===== src/rtl/swfpe_pkg.sv =====
// Constants and types shared by the single-wire flag protocol engine.
// How it works
// - Command flag starts command block reception; block may follow without gap.
// - Transmit flag waits turnaround, then sends the response of the last block.
// - Sleep flag enters low power until the next wake token.
// - Any other flag value is ignored without any action.
// - While parsing or executing, the engine is busy and ignores the wire.
// - Checksum and parse finish within the parse delay; errors show afterwards.
// - Keyed digest finishes within 30 ms, memory read within 3 ms.
// - Fuse program 700 us, secure lock 36 ms, personalization key 13 ms.
// - Transmit before any command after wake returns status 0x11.
// - After success, output bytes are returned, again on every transmit flag.
// - Command received but not executable returns status 0x0F.
// - Checksum or framing error returns 0xFF and nothing is executed.
// - Only whole blocks go out; status is count, code, two checksum bytes.
// - After parse, errors answer at once; otherwise execute, silent till done.
// - Sleep flag resets engine and buffer; accepted whenever flags are accepted.
// - Pause ignores the wire at full power and ends only by watchdog sleep.
// - Pause address field compared with fuses 84-87; match pauses, else monitor.
// - Watchdog started at wake forces sleep, whatever is in progress.
// - First response edge comes 28 to 95 us after the transmit flag ends.
// - Checksum is CRC-16, polynomial 0x8005, zero start, low byte first.
// - Every byte, flags included, moves least significant bit first.
package swfpe_pkg;

	// Flag values.
	localparam logic [7:0] FLAG_COMMAND  = 8'h77;
	localparam logic [7:0] FLAG_TRANSMIT = 8'h88;
	localparam logic [7:0] FLAG_SLEEP    = 8'hCC;

	// Status codes returned in a four-byte block.
	localparam logic [7:0] CODE_WAKE     = 8'h11;
	localparam logic [7:0] CODE_EXEC_ERR = 8'h0F;
	localparam logic [7:0] CODE_COMM_ERR = 8'hFF;

	// Block framing.
	localparam logic [7:0]  BLK_MIN      = 8'h04;
	localparam logic [7:0]  BLK_MAX      = 8'h27;
	localparam logic [5:0]  BLK_OVERHEAD = 6'h03;
	localparam logic [15:0] CRC_POLY     = 16'h8005;
	localparam logic [15:0] CRC_INIT     = 16'h0000;

	// Timing in printed units and derived cycle counts at 200 MHz.
	localparam int CLK_MHZ      = 200;
	localparam int PARSE_US     = 100;
	localparam int TURN_US      = 60;
	localparam int WDOG_MS      = 4000;
	localparam int EXEC_MAC_MS  = 30;
	localparam int EXEC_READ_MS = 3;
	localparam int EXEC_FUSE_US = 700;
	localparam int EXEC_SEC_MS  = 36;
	localparam int EXEC_PERS_MS = 13;
	localparam int PARSE_CYC     = PARSE_US * CLK_MHZ;
	localparam int TURN_CYC      = TURN_US * CLK_MHZ;
	localparam int WDOG_CYC      = WDOG_MS * 1000 * CLK_MHZ;
	localparam int EXEC_MAC_CYC  = EXEC_MAC_MS * 1000 * CLK_MHZ;
	localparam int EXEC_READ_CYC = EXEC_READ_MS * 1000 * CLK_MHZ;
	localparam int EXEC_FUSE_CYC = EXEC_FUSE_US * CLK_MHZ;
	localparam int EXEC_SEC_CYC  = EXEC_SEC_MS * 1000 * CLK_MHZ;
	localparam int EXEC_PERS_CYC = EXEC_PERS_MS * 1000 * CLK_MHZ;

	// Buffer shape.
	localparam int FIFO_DEPTH = 4;
	localparam int FIFO_WIDTH = 8;

	// Engine states, one-hot.
	typedef enum logic [7:0] {
		ST_SLEEP = 8'b0000_0001,
		ST_IDLE  = 8'b0000_0010,
		ST_RXBLK = 8'b0000_0100,
		ST_PARSE = 8'b0000_1000,
		ST_EXEC  = 8'b0001_0000,
		ST_TURN  = 8'b0010_0000,
		ST_SEND  = 8'b0100_0000,
		ST_PAUSE = 8'b1000_0000
	} swfpe_state_t;

	// What the next transmit flag answers with.
	typedef enum logic [1:0] {
		RES_WAKE = 2'h0,
		RES_OK   = 2'h1,
		RES_EXER = 2'h2,
		RES_COMM = 2'h3
	} swfpe_result_t;

endpackage


===== src/rtl/swfpe_engine.sv =====
// Flag level protocol engine of the single-wire authentication slave.
`timescale 1ns/10ps
`default_nettype none
module swfpe_engine
	import swfpe_pkg::*;
#(
	parameter int         PARSE_CYCLES = swfpe_pkg::PARSE_CYC,
	parameter int         TURN_CYCLES  = swfpe_pkg::TURN_CYC,
	parameter int         WDOG_CYCLES  = swfpe_pkg::WDOG_CYC,
	parameter int         MAC_CYCLES   = swfpe_pkg::EXEC_MAC_CYC,
	parameter int         READ_CYCLES  = swfpe_pkg::EXEC_READ_CYC,
	parameter int         FUSE_CYCLES  = swfpe_pkg::EXEC_FUSE_CYC,
	parameter int         SEC_CYCLES   = swfpe_pkg::EXEC_SEC_CYC,
	parameter int         PERS_CYCLES  = swfpe_pkg::EXEC_PERS_CYC,
	parameter logic [7:0] OP_MAC       = 8'h01,
	parameter logic [7:0] OP_READ      = 8'h02,
	parameter logic [7:0] OP_FUSE      = 8'h03,
	parameter logic [7:0] OP_SECURE    = 8'h04,
	parameter logic [7:0] OP_PERSON    = 8'h05,
	parameter logic [7:0] OP_PAUSE     = 8'h06
) (
	// Clock and reset.
	input  wire logic       core_clk,
	input  wire logic       rst_n,
	// Received bytes from the bit decoder.
	input  wire logic       wake_det,
	input  wire logic       rx_valid,
	input  wire logic [7:0] rx_data,
	output logic            rx_enable,
	// Bytes towards the bit encoder.
	output logic            tx_valid,
	input  wire logic       tx_ready,
	output logic [7:0]      tx_data,
	// Command bytes and control towards the executor.
	output logic            cmd_byte_valid,
	output logic [7:0]      cmd_byte,
	output logic [5:0]      cmd_byte_idx,
	output logic            exec_start,
	output logic [7:0]      exec_opcode,
	input  wire logic       exec_done,
	input  wire logic       exec_ok,
	input  wire logic [5:0] resp_len,
	output logic [5:0]      resp_addr,
	input  wire logic [7:0] resp_byte,
	// Fuse address and status.
	input  wire logic [3:0] fuse_addr,
	output logic            sleep_mode,
	output logic            busy,
	output logic            paused
);
	import swfpe_pkg::*;

	typedef struct packed {
		swfpe_state_t  st;
		swfpe_result_t res;
		logic [31:0]   cnt;
		logic [31:0]   wdog;
		logic [15:0]   crc;
		logic [7:0]    crc_lo;
		logic [5:0]    idx;
		logic [5:0]    blk_len;
		logic [7:0]    opcode;
		logic [7:0]    param1;
		logic          parse_ok;
		logic [5:0]    pay_len;
		logic [5:0]    out_len;
		logic          cmd_v;
		logic [7:0]    cmd_b;
		logic [5:0]    cmd_i;
		logic          start;
	} swfpe_st_t;

	swfpe_st_t   s_q;
	swfpe_st_t   s_d;
	logic        fifo_in_valid;
	logic        fifo_in_ready;
	logic [7:0]  send_byte;
	logic        flush;
	logic [31:0] exec_limit;
	logic [7:0]  code_byte;
	logic [5:0]  resp_len_q;
	logic [5:0]  resp_len_d;

	// One byte of CRC-16, bits taken least significant first.
	function automatic logic [15:0] crc_byte(input logic [15:0] c,
	                                         input logic [7:0] b);
		logic [15:0] r;
		logic        fb;
		r  = c;
		fb = 1'b0;
		for (int i = 0; i < 8; i++) begin
			fb = b[i] ^ r[15];
			r  = {r[14:0], 1'b0} ^ (fb ? CRC_POLY : 16'h0000);
		end
		return r;
	endfunction

	// Longest allowed execution for the latched opcode.
	// Unknown opcodes fall back to the memory read budget.
	always_comb begin
		if (s_q.opcode == OP_MAC) begin
			exec_limit = MAC_CYCLES;
		end else if (s_q.opcode == OP_READ) begin
			exec_limit = READ_CYCLES;
		end else if (s_q.opcode == OP_FUSE) begin
			exec_limit = FUSE_CYCLES;
		end else if (s_q.opcode == OP_SECURE) begin
			exec_limit = SEC_CYCLES;
		end else if (s_q.opcode == OP_PERSON) begin
			exec_limit = PERS_CYCLES;
		end else begin
			exec_limit = READ_CYCLES;
		end
	end

	// Status code matching the stored result.
	// Success never uses this code; the executor's bytes go out instead.
	always_comb begin
		case (s_q.res)
			RES_WAKE: code_byte = CODE_WAKE;
			RES_EXER: code_byte = CODE_EXEC_ERR;
			RES_COMM: code_byte = CODE_COMM_ERR;
			default:  code_byte = CODE_WAKE;
		endcase
	end

	// Byte of the outgoing block: count, payload, then CRC low and high.
	always_comb begin
		if (s_q.idx == 6'h00) begin
			send_byte = {2'b00, s_q.out_len};
		end else if (s_q.idx <= s_q.pay_len) begin
			send_byte = (s_q.res == RES_OK) ? resp_byte : code_byte;
		end else if (s_q.idx == s_q.pay_len + 6'h01) begin
			send_byte = s_q.crc[7:0];
		end else begin
			send_byte = s_q.crc[15:8];
		end
	end

	assign fifo_in_valid = (s_q.st == ST_SEND);
	assign resp_addr     = s_q.idx - 6'h01;

	// Main sequencer.
	always_comb begin
		s_d       = s_q;
		s_d.cmd_v = 1'b0;
		s_d.start = 1'b0;
		flush     = 1'b0;
		case (s_q.st)
			ST_SLEEP: begin
				// Only a wake token leaves low power.
				if (wake_det) begin
					s_d.st   = ST_IDLE;
					s_d.res  = RES_WAKE;
					s_d.wdog = '0;
				end
			end
			ST_IDLE: begin
				// Every byte seen here is a flag.
				if (rx_valid) begin
					if (rx_data == FLAG_COMMAND) begin
						s_d.st  = ST_RXBLK;
						s_d.idx = '0;
						s_d.crc = CRC_INIT;
					end else if (rx_data == FLAG_TRANSMIT) begin
						s_d.st  = ST_TURN;
						s_d.cnt = '0;
						s_d.pay_len = (s_q.res == RES_OK) ? resp_len_q : 6'h01;
					end else if (rx_data == FLAG_SLEEP) begin
						// Flags are only accepted here.
						s_d.st = ST_SLEEP;
						flush  = 1'b1;
					end
					// Reserved flag values fall through untouched.
				end
			end
			ST_RXBLK: begin
				if (rx_valid) begin
					s_d.idx = s_q.idx + 6'h01;
					if (s_q.idx == 6'h00) begin
						s_d.crc     = crc_byte(s_q.crc, rx_data);
						s_d.blk_len = rx_data[5:0];
						// A count out of range cannot be framed; give up at once.
						if (rx_data < BLK_MIN || rx_data > BLK_MAX) begin
							s_d.st       = ST_PARSE;
							s_d.parse_ok = 1'b0;
							s_d.cnt      = '0;
						end
					end else if (s_q.idx < s_q.blk_len - 6'h02) begin
						s_d.crc   = crc_byte(s_q.crc, rx_data);
						s_d.cmd_v = 1'b1;
						s_d.cmd_b = rx_data;
						s_d.cmd_i = s_q.idx;
						if (s_q.idx == 6'h01) begin
							s_d.opcode = rx_data;
						end
						if (s_q.idx == 6'h02) begin
							s_d.param1 = rx_data;
						end
					end else if (s_q.idx == s_q.blk_len - 6'h02) begin
						s_d.crc_lo = rx_data;
					end else begin
						s_d.st       = ST_PARSE;
						s_d.cnt      = '0;
						s_d.parse_ok = ({rx_data, s_q.crc_lo} == s_q.crc);
					end
				end
			end
			ST_PARSE: begin
				// Wire is ignored until the parse delay has run out.
				s_d.cnt = s_q.cnt + 32'h1;
				if (s_q.cnt >= PARSE_CYCLES - 1) begin
					s_d.cnt = '0;
					if (!s_q.parse_ok) begin
						s_d.st  = ST_IDLE;
						s_d.res = RES_COMM;
					end else if (s_q.opcode == OP_PAUSE) begin
						// Address field sits in the low nibble of the first parameter.
						if (s_q.param1[3:0] == fuse_addr) begin
							s_d.st = ST_PAUSE;
						end else begin
							s_d.st = ST_IDLE;
						end
					end else begin
						s_d.st    = ST_EXEC;
						s_d.start = 1'b1;
					end
				end
			end
			ST_EXEC: begin
				// Silent until the executor reports or its time is spent.
				s_d.cnt = s_q.cnt + 32'h1;
				if (exec_done) begin
					s_d.st  = ST_IDLE;
					s_d.res = exec_ok ? RES_OK : RES_EXER;
				end else if (s_q.cnt >= exec_limit - 1) begin
					s_d.st  = ST_IDLE;
					s_d.res = RES_EXER;
				end
			end
			ST_TURN: begin
				// Hold off the first edge by the turnaround delay.
				// Counted from the flag byte; bit-layer latency adds to it.
				s_d.cnt = s_q.cnt + 32'h1;
				if (s_q.cnt >= TURN_CYCLES - 1) begin
					s_d.st      = ST_SEND;
					s_d.idx     = '0;
					s_d.crc     = CRC_INIT;
					s_d.out_len = s_q.pay_len + BLK_OVERHEAD;
				end
			end
			ST_SEND: begin
				// One byte per accepted push; CRC follows count and payload.
				if (fifo_in_ready) begin
					s_d.idx = s_q.idx + 6'h01;
					if (s_q.idx <= s_q.pay_len) begin
						s_d.crc = crc_byte(s_q.crc, send_byte);
					end
					// The CRC high byte at index out_len-1 is the last push.
					if (s_q.idx == s_q.out_len - 6'h01) begin
						s_d.st = ST_IDLE;
					end
				end
			end
			ST_PAUSE: begin
				// Full power, wire ignored; only the watchdog ends it.
				s_d.st = ST_PAUSE;
			end
			default: begin
				s_d.st = ST_SLEEP;
			end
		endcase
		// Watchdog runs from wake and overrides everything.
		// Only sleep restarts it, so even a hung executor is bounded.
		if (s_q.st != ST_SLEEP) begin
			s_d.wdog = s_q.wdog + 32'h1;
			if (s_q.wdog >= WDOG_CYCLES - 1) begin
				s_d.st   = ST_SLEEP;
				s_d.wdog = '0;
				flush    = 1'b1;
			end
		end
		// Entering sleep clears the result, index, delay counter, parse flag, opcode and first parameter.
		if (s_d.st == ST_SLEEP && s_q.st != ST_SLEEP) begin
			s_d.res      = RES_WAKE;
			s_d.idx      = '0;
			s_d.cnt      = '0;
			s_d.parse_ok = 1'b0;
			s_d.opcode   = '0;
			s_d.param1   = '0;
		end
	end

	// Response length is captured when the executor finishes.
	// It outlives the send so that a repeated transmit flag re-reads it.
	always_comb begin
		resp_len_d = resp_len_q;
		if (s_q.st == ST_EXEC && exec_done) begin
			resp_len_d = resp_len;
		end
	end

	// State registers; the engine wakes in sleep.
	always_ff @(posedge core_clk or negedge rst_n) begin
		if (!rst_n) begin
			s_q        <= '{st: ST_SLEEP, res: RES_WAKE, default: '0};
			resp_len_q <= '0;
		end else begin
			s_q        <= s_d;
			resp_len_q <= resp_len_d;
		end
	end

	// Status and executor outputs come from the registered state.
	// Busy spans parse and execution, two of the windows in which the wire is deaf.
	assign rx_enable      = (s_q.st == ST_IDLE) || (s_q.st == ST_RXBLK);
	assign sleep_mode     = (s_q.st == ST_SLEEP);
	assign busy           = (s_q.st == ST_PARSE) || (s_q.st == ST_EXEC);
	assign paused         = (s_q.st == ST_PAUSE);
	assign cmd_byte_valid = s_q.cmd_v;
	assign cmd_byte       = s_q.cmd_b;
	assign cmd_byte_idx   = s_q.cmd_i;
	assign exec_start     = s_q.start;
	assign exec_opcode    = s_q.opcode;

	// Four words of buffering decouple the engine from the bit encoder.
	// A stalled encoder only holds the engine in SEND; no byte is lost.
	swfpe_fifo #(
		.W(FIFO_WIDTH),
		.D(FIFO_DEPTH)
	) u_fifo (
		.core_clk  (core_clk),
		.rst_n     (rst_n),
		.flush     (flush),
		.in_valid  (fifo_in_valid),
		.in_ready  (fifo_in_ready),
		.in_data   (send_byte),
		.out_valid (tx_valid),
		.out_ready (tx_ready),
		.out_data  (tx_data)
	);
endmodule // swfpe_engine
`default_nettype wire


===== src/rtl/swfpe_fifo.sv =====
// Small synchronous FIFO between the engine and the bit encoder.
`timescale 1ns/10ps
`default_nettype none
module swfpe_fifo #(
	parameter int W = 8,
	parameter int D = 4
) (
	// Clock and reset.
	input  wire logic         core_clk,
	input  wire logic         rst_n,
	input  wire logic         flush,
	// Filling side.
	input  wire logic         in_valid,
	output logic              in_ready,
	input  wire logic [W-1:0] in_data,
	// Draining side.
	output logic              out_valid,
	input  wire logic         out_ready,
	output logic [W-1:0]      out_data
);
	localparam int AW = (D > 1) ? $clog2(D) : 1;
	localparam logic [AW-1:0] LAST = AW'(D - 1);

	typedef struct packed {
		logic [D-1:0][W-1:0] mem;
		logic [AW-1:0]       wp;
		logic [AW-1:0]       rp;
		logic [AW:0]         cnt;
	} swfpe_fifo_st_t;

	swfpe_fifo_st_t s_q;
	swfpe_fifo_st_t s_d;
	logic push;
	logic pop;

	// Full and empty come straight from the occupancy count.
	assign in_ready  = (s_q.cnt != (AW+1)'(D));
	assign out_valid = (s_q.cnt != '0);
	assign out_data  = s_q.mem[s_q.rp];
	assign push      = in_valid && in_ready;
	assign pop       = out_valid && out_ready;

	// Pointers wrap by compare so any depth works, not only powers of two.
	always_comb begin
		s_d = s_q;
		if (push) begin
			s_d.mem[s_q.wp] = in_data;
			s_d.wp = (s_q.wp == LAST) ? '0 : s_q.wp + 1'b1;
		end
		if (pop) begin
			s_d.rp = (s_q.rp == LAST) ? '0 : s_q.rp + 1'b1;
		end
		if (push && !pop) begin
			s_d.cnt = s_q.cnt + 1'b1;
		end else if (pop && !push) begin
			s_d.cnt = s_q.cnt - 1'b1;
		end
		if (flush) begin
			s_d.wp  = '0;
			s_d.rp  = '0;
			s_d.cnt = '0;
		end
	end

	// State register.
	always_ff @(posedge core_clk or negedge rst_n) begin
		if (!rst_n) begin
			s_q <= '0;
		end else begin
			s_q <= s_d;
		end
	end
endmodule // swfpe_fifo
`default_nettype wire


===== config.mk =====
export PLATFORM = sky130hd
export DESIGN_NAME = swfpe_engine
export DESIGN_NICKNAME = d
export VERILOG_FILES = /design/src/rtl/swfpe_pkg.sv /design/src/rtl/swfpe_engine.sv /design/src/rtl/swfpe_fifo.sv
export SDC_FILE = /design/constraint.sdc
export NUM_CORES = 1
export LEC_CHECK = 0
export BUFFER_PORTS_ARGS = -buffer_cell sky130_fd_sc_hd__buf_2
export CAP_MARGIN = 40
export CORE_ASPECT_RATIO = 0.7
export CORE_MARGIN = 1.5
export CORE_UTILIZATION = 45
export CTS_CLUSTER_DIAMETER = 50
export DETAILED_ROUTE_END_ITERATION = 12
export SYNTH_ARGS = -nofsm -noshare
export SYNTH_HDL_FRONTEND = slang
export SYNTH_SLANG_ARGS = --single-unit

===== constraint.sdc =====
create_clock -name core_clk -period 3.9 [get_ports core_clk]
set_clock_uncertainty 0.05 [all_clocks]
set_input_delay 0.78 -clock core_clk [delete_from_list [all_inputs] [get_ports core_clk]]
set_output_delay 0.78 -clock core_clk [all_outputs]
set_load 0.01 [all_outputs]

==> results.sh <==
export IMPL_vdd_ir_drop_max_v=0.000267
export IMPL_run_status="complete, but fails checks"
export IMPL_cts_sinks=196
export IMPL_clk_pin_slew_worst_paths_ns=0.08
export IMPL_seqPwrFrac_pct=44.4
export IMPL_core_area_um2=26700
export IMPL_globalRouteTotalUtil_pct=24.5
export IMPL_synth_cell_types=81
export IMPL_synth_seq_cells=196
export IMPL_power_combinational_fraction_pct=18.2
export IMPL_dp_worst_setup_slack_ns=-0.114
export IMPL_vias=10200
export IMPL_cts_root_buf="clkbuf_16"
export IMPL_setup_viol_count_final=2
export IMPL_edff_count_synth=0
export IMPL_design_final_nets=1546
export IMPL_critPathMaxStageDelay_ns=0.44
export IMPL_cts_inserted_buffers=17
export IMPL_fin_util_pct=51.9
export IMPL_synth_mux_area_fraction_pct=4.48
export IMPL_path_max_fanout=7
export IMPL_syn_to_final_growth_pct=13.5
export IMPL_drt_vias_per_instance=5.54
export IMPL_clockBufferDepth=2
export IMPL_fp_dieH_um=141
export IMPL_max_cap_violations=0
export IMPL_die_footprint_um2=28100
export IMPL_critical_path_class="flop to flop"
export IMPL_grt_start_max_net_pins=80
export IMPL_gr_total_overflow=0
export IMPL_synth_cells=1375
export IMPL_post_route_drc_count=0
export IMPL_hold_path_class="primary input to async pin"
export IMPL_synth_seq_area_share_pct=40.3
export IMPL_detail_route_antenna_nets=0
export IMPL_power_clock_fraction_pct=37.5
export IMPL_synth_compound_area_share_pct=13.9
export IMPL_maximum_clock_frequency_mhz=254
export IMPL_die_width_um=200
export IMPL_power_leakage_uw=0.00653
export IMPL_worstPathCellList="inv_1 -> ha_1 -> and4_1 -> and3_1 -> a31o_4 -> buf_12 -> nor4_2 -> a221oi_2 -> a2111oi_2 -> nand4_1 -> xor2_2 -> xor3_2 -> o21ai_2 -> nor3_2 -> nor3_2"
export IMPL_cp_dominant_cell_by_count="nor3_2"
export IMPL_globalplace_congestion=0.908
export IMPL_synth_async_reset_ratio_pct=100
export IMPL_1st_iter_drt_viols=722
export IMPL_firstDrtPassIters=5
export IMPL_grt_setup_unrepaired="yes"
export IMPL_cts_tree="done"
export IMPL_post_route_min_period_ns=3.94
export IMPL_arrival_ns=4.27
export IMPL_crit_path_start_kind="flop"
export IMPL_timing_max_transition_violations_final=0
export IMPL_power_uw=4720
export IMPL_critical_path_slowest_cell="xor3_2"
export IMPL_syn_mean_instance_area_um2=8.86
export IMPL_yosys_warnings=0
export IMPL_grt_pass1_wl_um=53300
export IMPL_cts_max_level=4
export IMPL_layout_worst_path_cycle_share_pct=101
export IMPL_post_synth_fa_ha_maj_area_fraction_pct=5.82
export IMPL_initial_utilization_pct=45.7
export IMPL_synth_cell_area_um2=12200
export IMPL_first_global_vias=9662
export IMPL_fraction_of_the_mapped_netlist_area_in_simple_logic_gates_pct=21.7
export IMPL_post_route_cells_drive_above_1_share_pct=16.7
export IMPL_clkLatencyLatePin_ns=0.45
export IMPL_dp_hpwl_um=24400
export IMPL_io_pin_count=76
export IMPL_worst_slew_margin_rel_pct=47.9
export IMPL_synth_ff_type="dfrtp_1"
export IMPL_net_switching_power_uw=1490
export IMPL_hold_worst_slack_ns=0.290
export IMPL_timing_hold_violations_final=0
export IMPL_yosys_area_share_xor_xnor_pct=9.11
export IMPL_postLayoutSetupSlackWorst_ns=-0.0380
export IMPL_failing_checks="setup timing"
export IMPL_intPower_uw=3230
export IMPL_mostFrequentLayoutCells="nand2_1, dfrtp_1, o21ai_0"
export IMPL_placementRows=50
export IMPL_detail_route_wl_per_cell_um=18.3
export IMPL_grt_antenna_before_repair=1
export IMPL_worst_slew_pin_slew_ns=0.759
export IMPL_wl_um=33500
export IMPL_power_per_cell_area_nw_per_um2=341
export IMPL_switching_share_pct=31.5
export IMPL_combinational_family_with_the_most_area_after_synthesis="simple AND/OR/NAND/NOR gates"
export IMPL_layout_commonest_cell="nand2_1"
export IMPL_worstPathRequired_ns=4.23
export IMPL_io_buffers=75
export IMPL_worst_setup_path_end_kind="flop"
==> what timing repair did <==
item / 4_1_cts / 5_1_grt
resized for setup: 2 / 31
hold buffers: 0 / 0
setup endpoints to repair: 3 / 10
buffers inserted: 0 / 12
cloned: 0 / 0
pin swaps: 0 / 24
==> layout make-up <==
type                    instances  area [µm²]
inverters                      41         154
repair buffers                141         892
well taps                     364         455
diodes                          1        2.50
clock inverters                12         124
flip-flops and latches        196        4910
multi-input cells            1060        6850
fillers                      2530       12800
clock buffers                  19         443
==> power groups by stage <==
| stage | sequential, µW | clock (µW) | combinational, µW |
|---|---|---|---|
| floorplan | 2120 | 0 | 516 |
| global placement | 2130 | 0 | 822 |
| detailed placement | 2130 | 0 | 827 |
| CTS | 2090 | 1800 | 831 |
| global route | 2100 | 1880 | 951 |
| finish | 2090 | 1770 | 857 |
==> sequential cells by signal, indices dropped and copies added (netlist names) <==
signal          count
cmd_byte            8
cmd_byte_valid      1
s_q               127
resp_len_q          6
exec_opcode         8
u_fifo.s_q         39
cmd_byte_idx        6
exec_start          1
==> worst max-delay path, delay by kind of cell (launching register included) <==
family	cells	cell delay (ns)
DFF	1	0.38
and+or+nand+nor	6	1.23
adders and majority gates	1	0.31
buffers and inverters	2	0.23
AOI/OAI and AO/OA	4	0.95
xor gates and xnor gates	2	0.72
==> logic make-up after synthesis <==
family	after synthesis
AOI/OAI and AO/OA	279
other	1
DFF	196
adders and majority gates	56
xor gates and xnor gates	125
muxes	42
and+or+nand+nor	549
buffers and inverters	127
==> worst paths after layout <==
path | start | end | slack (ns) | cells past startpoint
min in group core_clk | cmd_byte_idx[2] | cmd_byte_idx[2] | 0.43 | 2
worst max register to register | s_q[27] | s_q[80] | -0.04 | 15
worst min-delay path | rst_n | s_q[122] | 0.29 | 1
max in group asynchronous | rst_n | cmd_byte[6] | 2.56 | 2
worst max-delay path | s_q[27] | s_q[80] | -0.04 | 15
worst min register to register | cmd_byte_idx[2] | cmd_byte_idx[2] | 0.43 | 2
==> layer usage <==
| layer | vias to the layer above | GRT usage, % | part of all wire, % | routed length [µm] |
|---|---|---|---|---|
| li1 | 4932 | - | - | - |
| met2 | 311 | 34.4 | 41 | 13800 |
| met5 | - | 0 | 0 | 0 |
| met4 | 0 | 6.29 | 1.3 | 425 |
| met3 | 31 | 5.26 | 7.1 | 2360 |
| met1 | 4884 | 37.8 | 50 | 16900 |
==> synthesized netlist by cell type, types with 3 or more instances <==
library cell | instances | share of area [%]
nor4_1 | 15 | 0.77
a311oi_1 | 3 | 0.22
nand2b_1 | 10 | 0.51
nor2_1 | 112 | 3.5
dfrtp_1 | 195 | 40
nand2_1 | 221 | 6.8
nand3_1 | 48 | 2.0
or4_1 | 5 | 0.31
nor4b_1 | 5 | 0.36
xor2_1 | 54 | 3.9
inv_1 | 41 | 1.3
mux4_2 | 8 | 1.5
or2_2 | 5 | 0.26
a21o_1 | 18 | 1.1
and4_1 | 6 | 0.43
xnor2_1 | 70 | 5.0
o41ai_1 | 3 | 0.22
o211ai_1 | 6 | 0.37
nor3_1 | 17 | 0.70
and3_1 | 29 | 1.5
o21ai_0 | 121 | 5.0
a21oi_1 | 57 | 2.3
o31ai_1 | 7 | 0.43
clkbuf_1 | 52 | 1.6
nand4_1 | 21 | 1.1
mux2_2 | 19 | 1.8
nand3b_1 | 6 | 0.37
a22oi_1 | 3 | 0.18
ha_1 | 55 | 5.7
and2_1 | 10 | 0.51
a211oi_1 | 9 | 0.55
or3_1 | 6 | 0.31
o21ai_1 | 7 | 0.29
mux2i_1 | 14 | 1.2
nand4b_1 | 7 | 0.50
a211o_1 | 3 | 0.22
nor2b_1 | 11 | 0.57
buf_4 | 23 | 1.4
a31oi_1 | 10 | 0.51
buf_2 | 8 | 0.33
==> metrics by stage <==
stage                     instance area [µm²]  setup TNS, ns  std cells
after CTS                               13600              0       1821
after detailed placement                13000         -0.212       1790
after global routing                    13800         -0.383       1834
after global placement                  13000              0       1790
after floorplan                         12200              0       1383
final                                   13800        -0.0716       1834
Power figures use the tool's default switching activity.
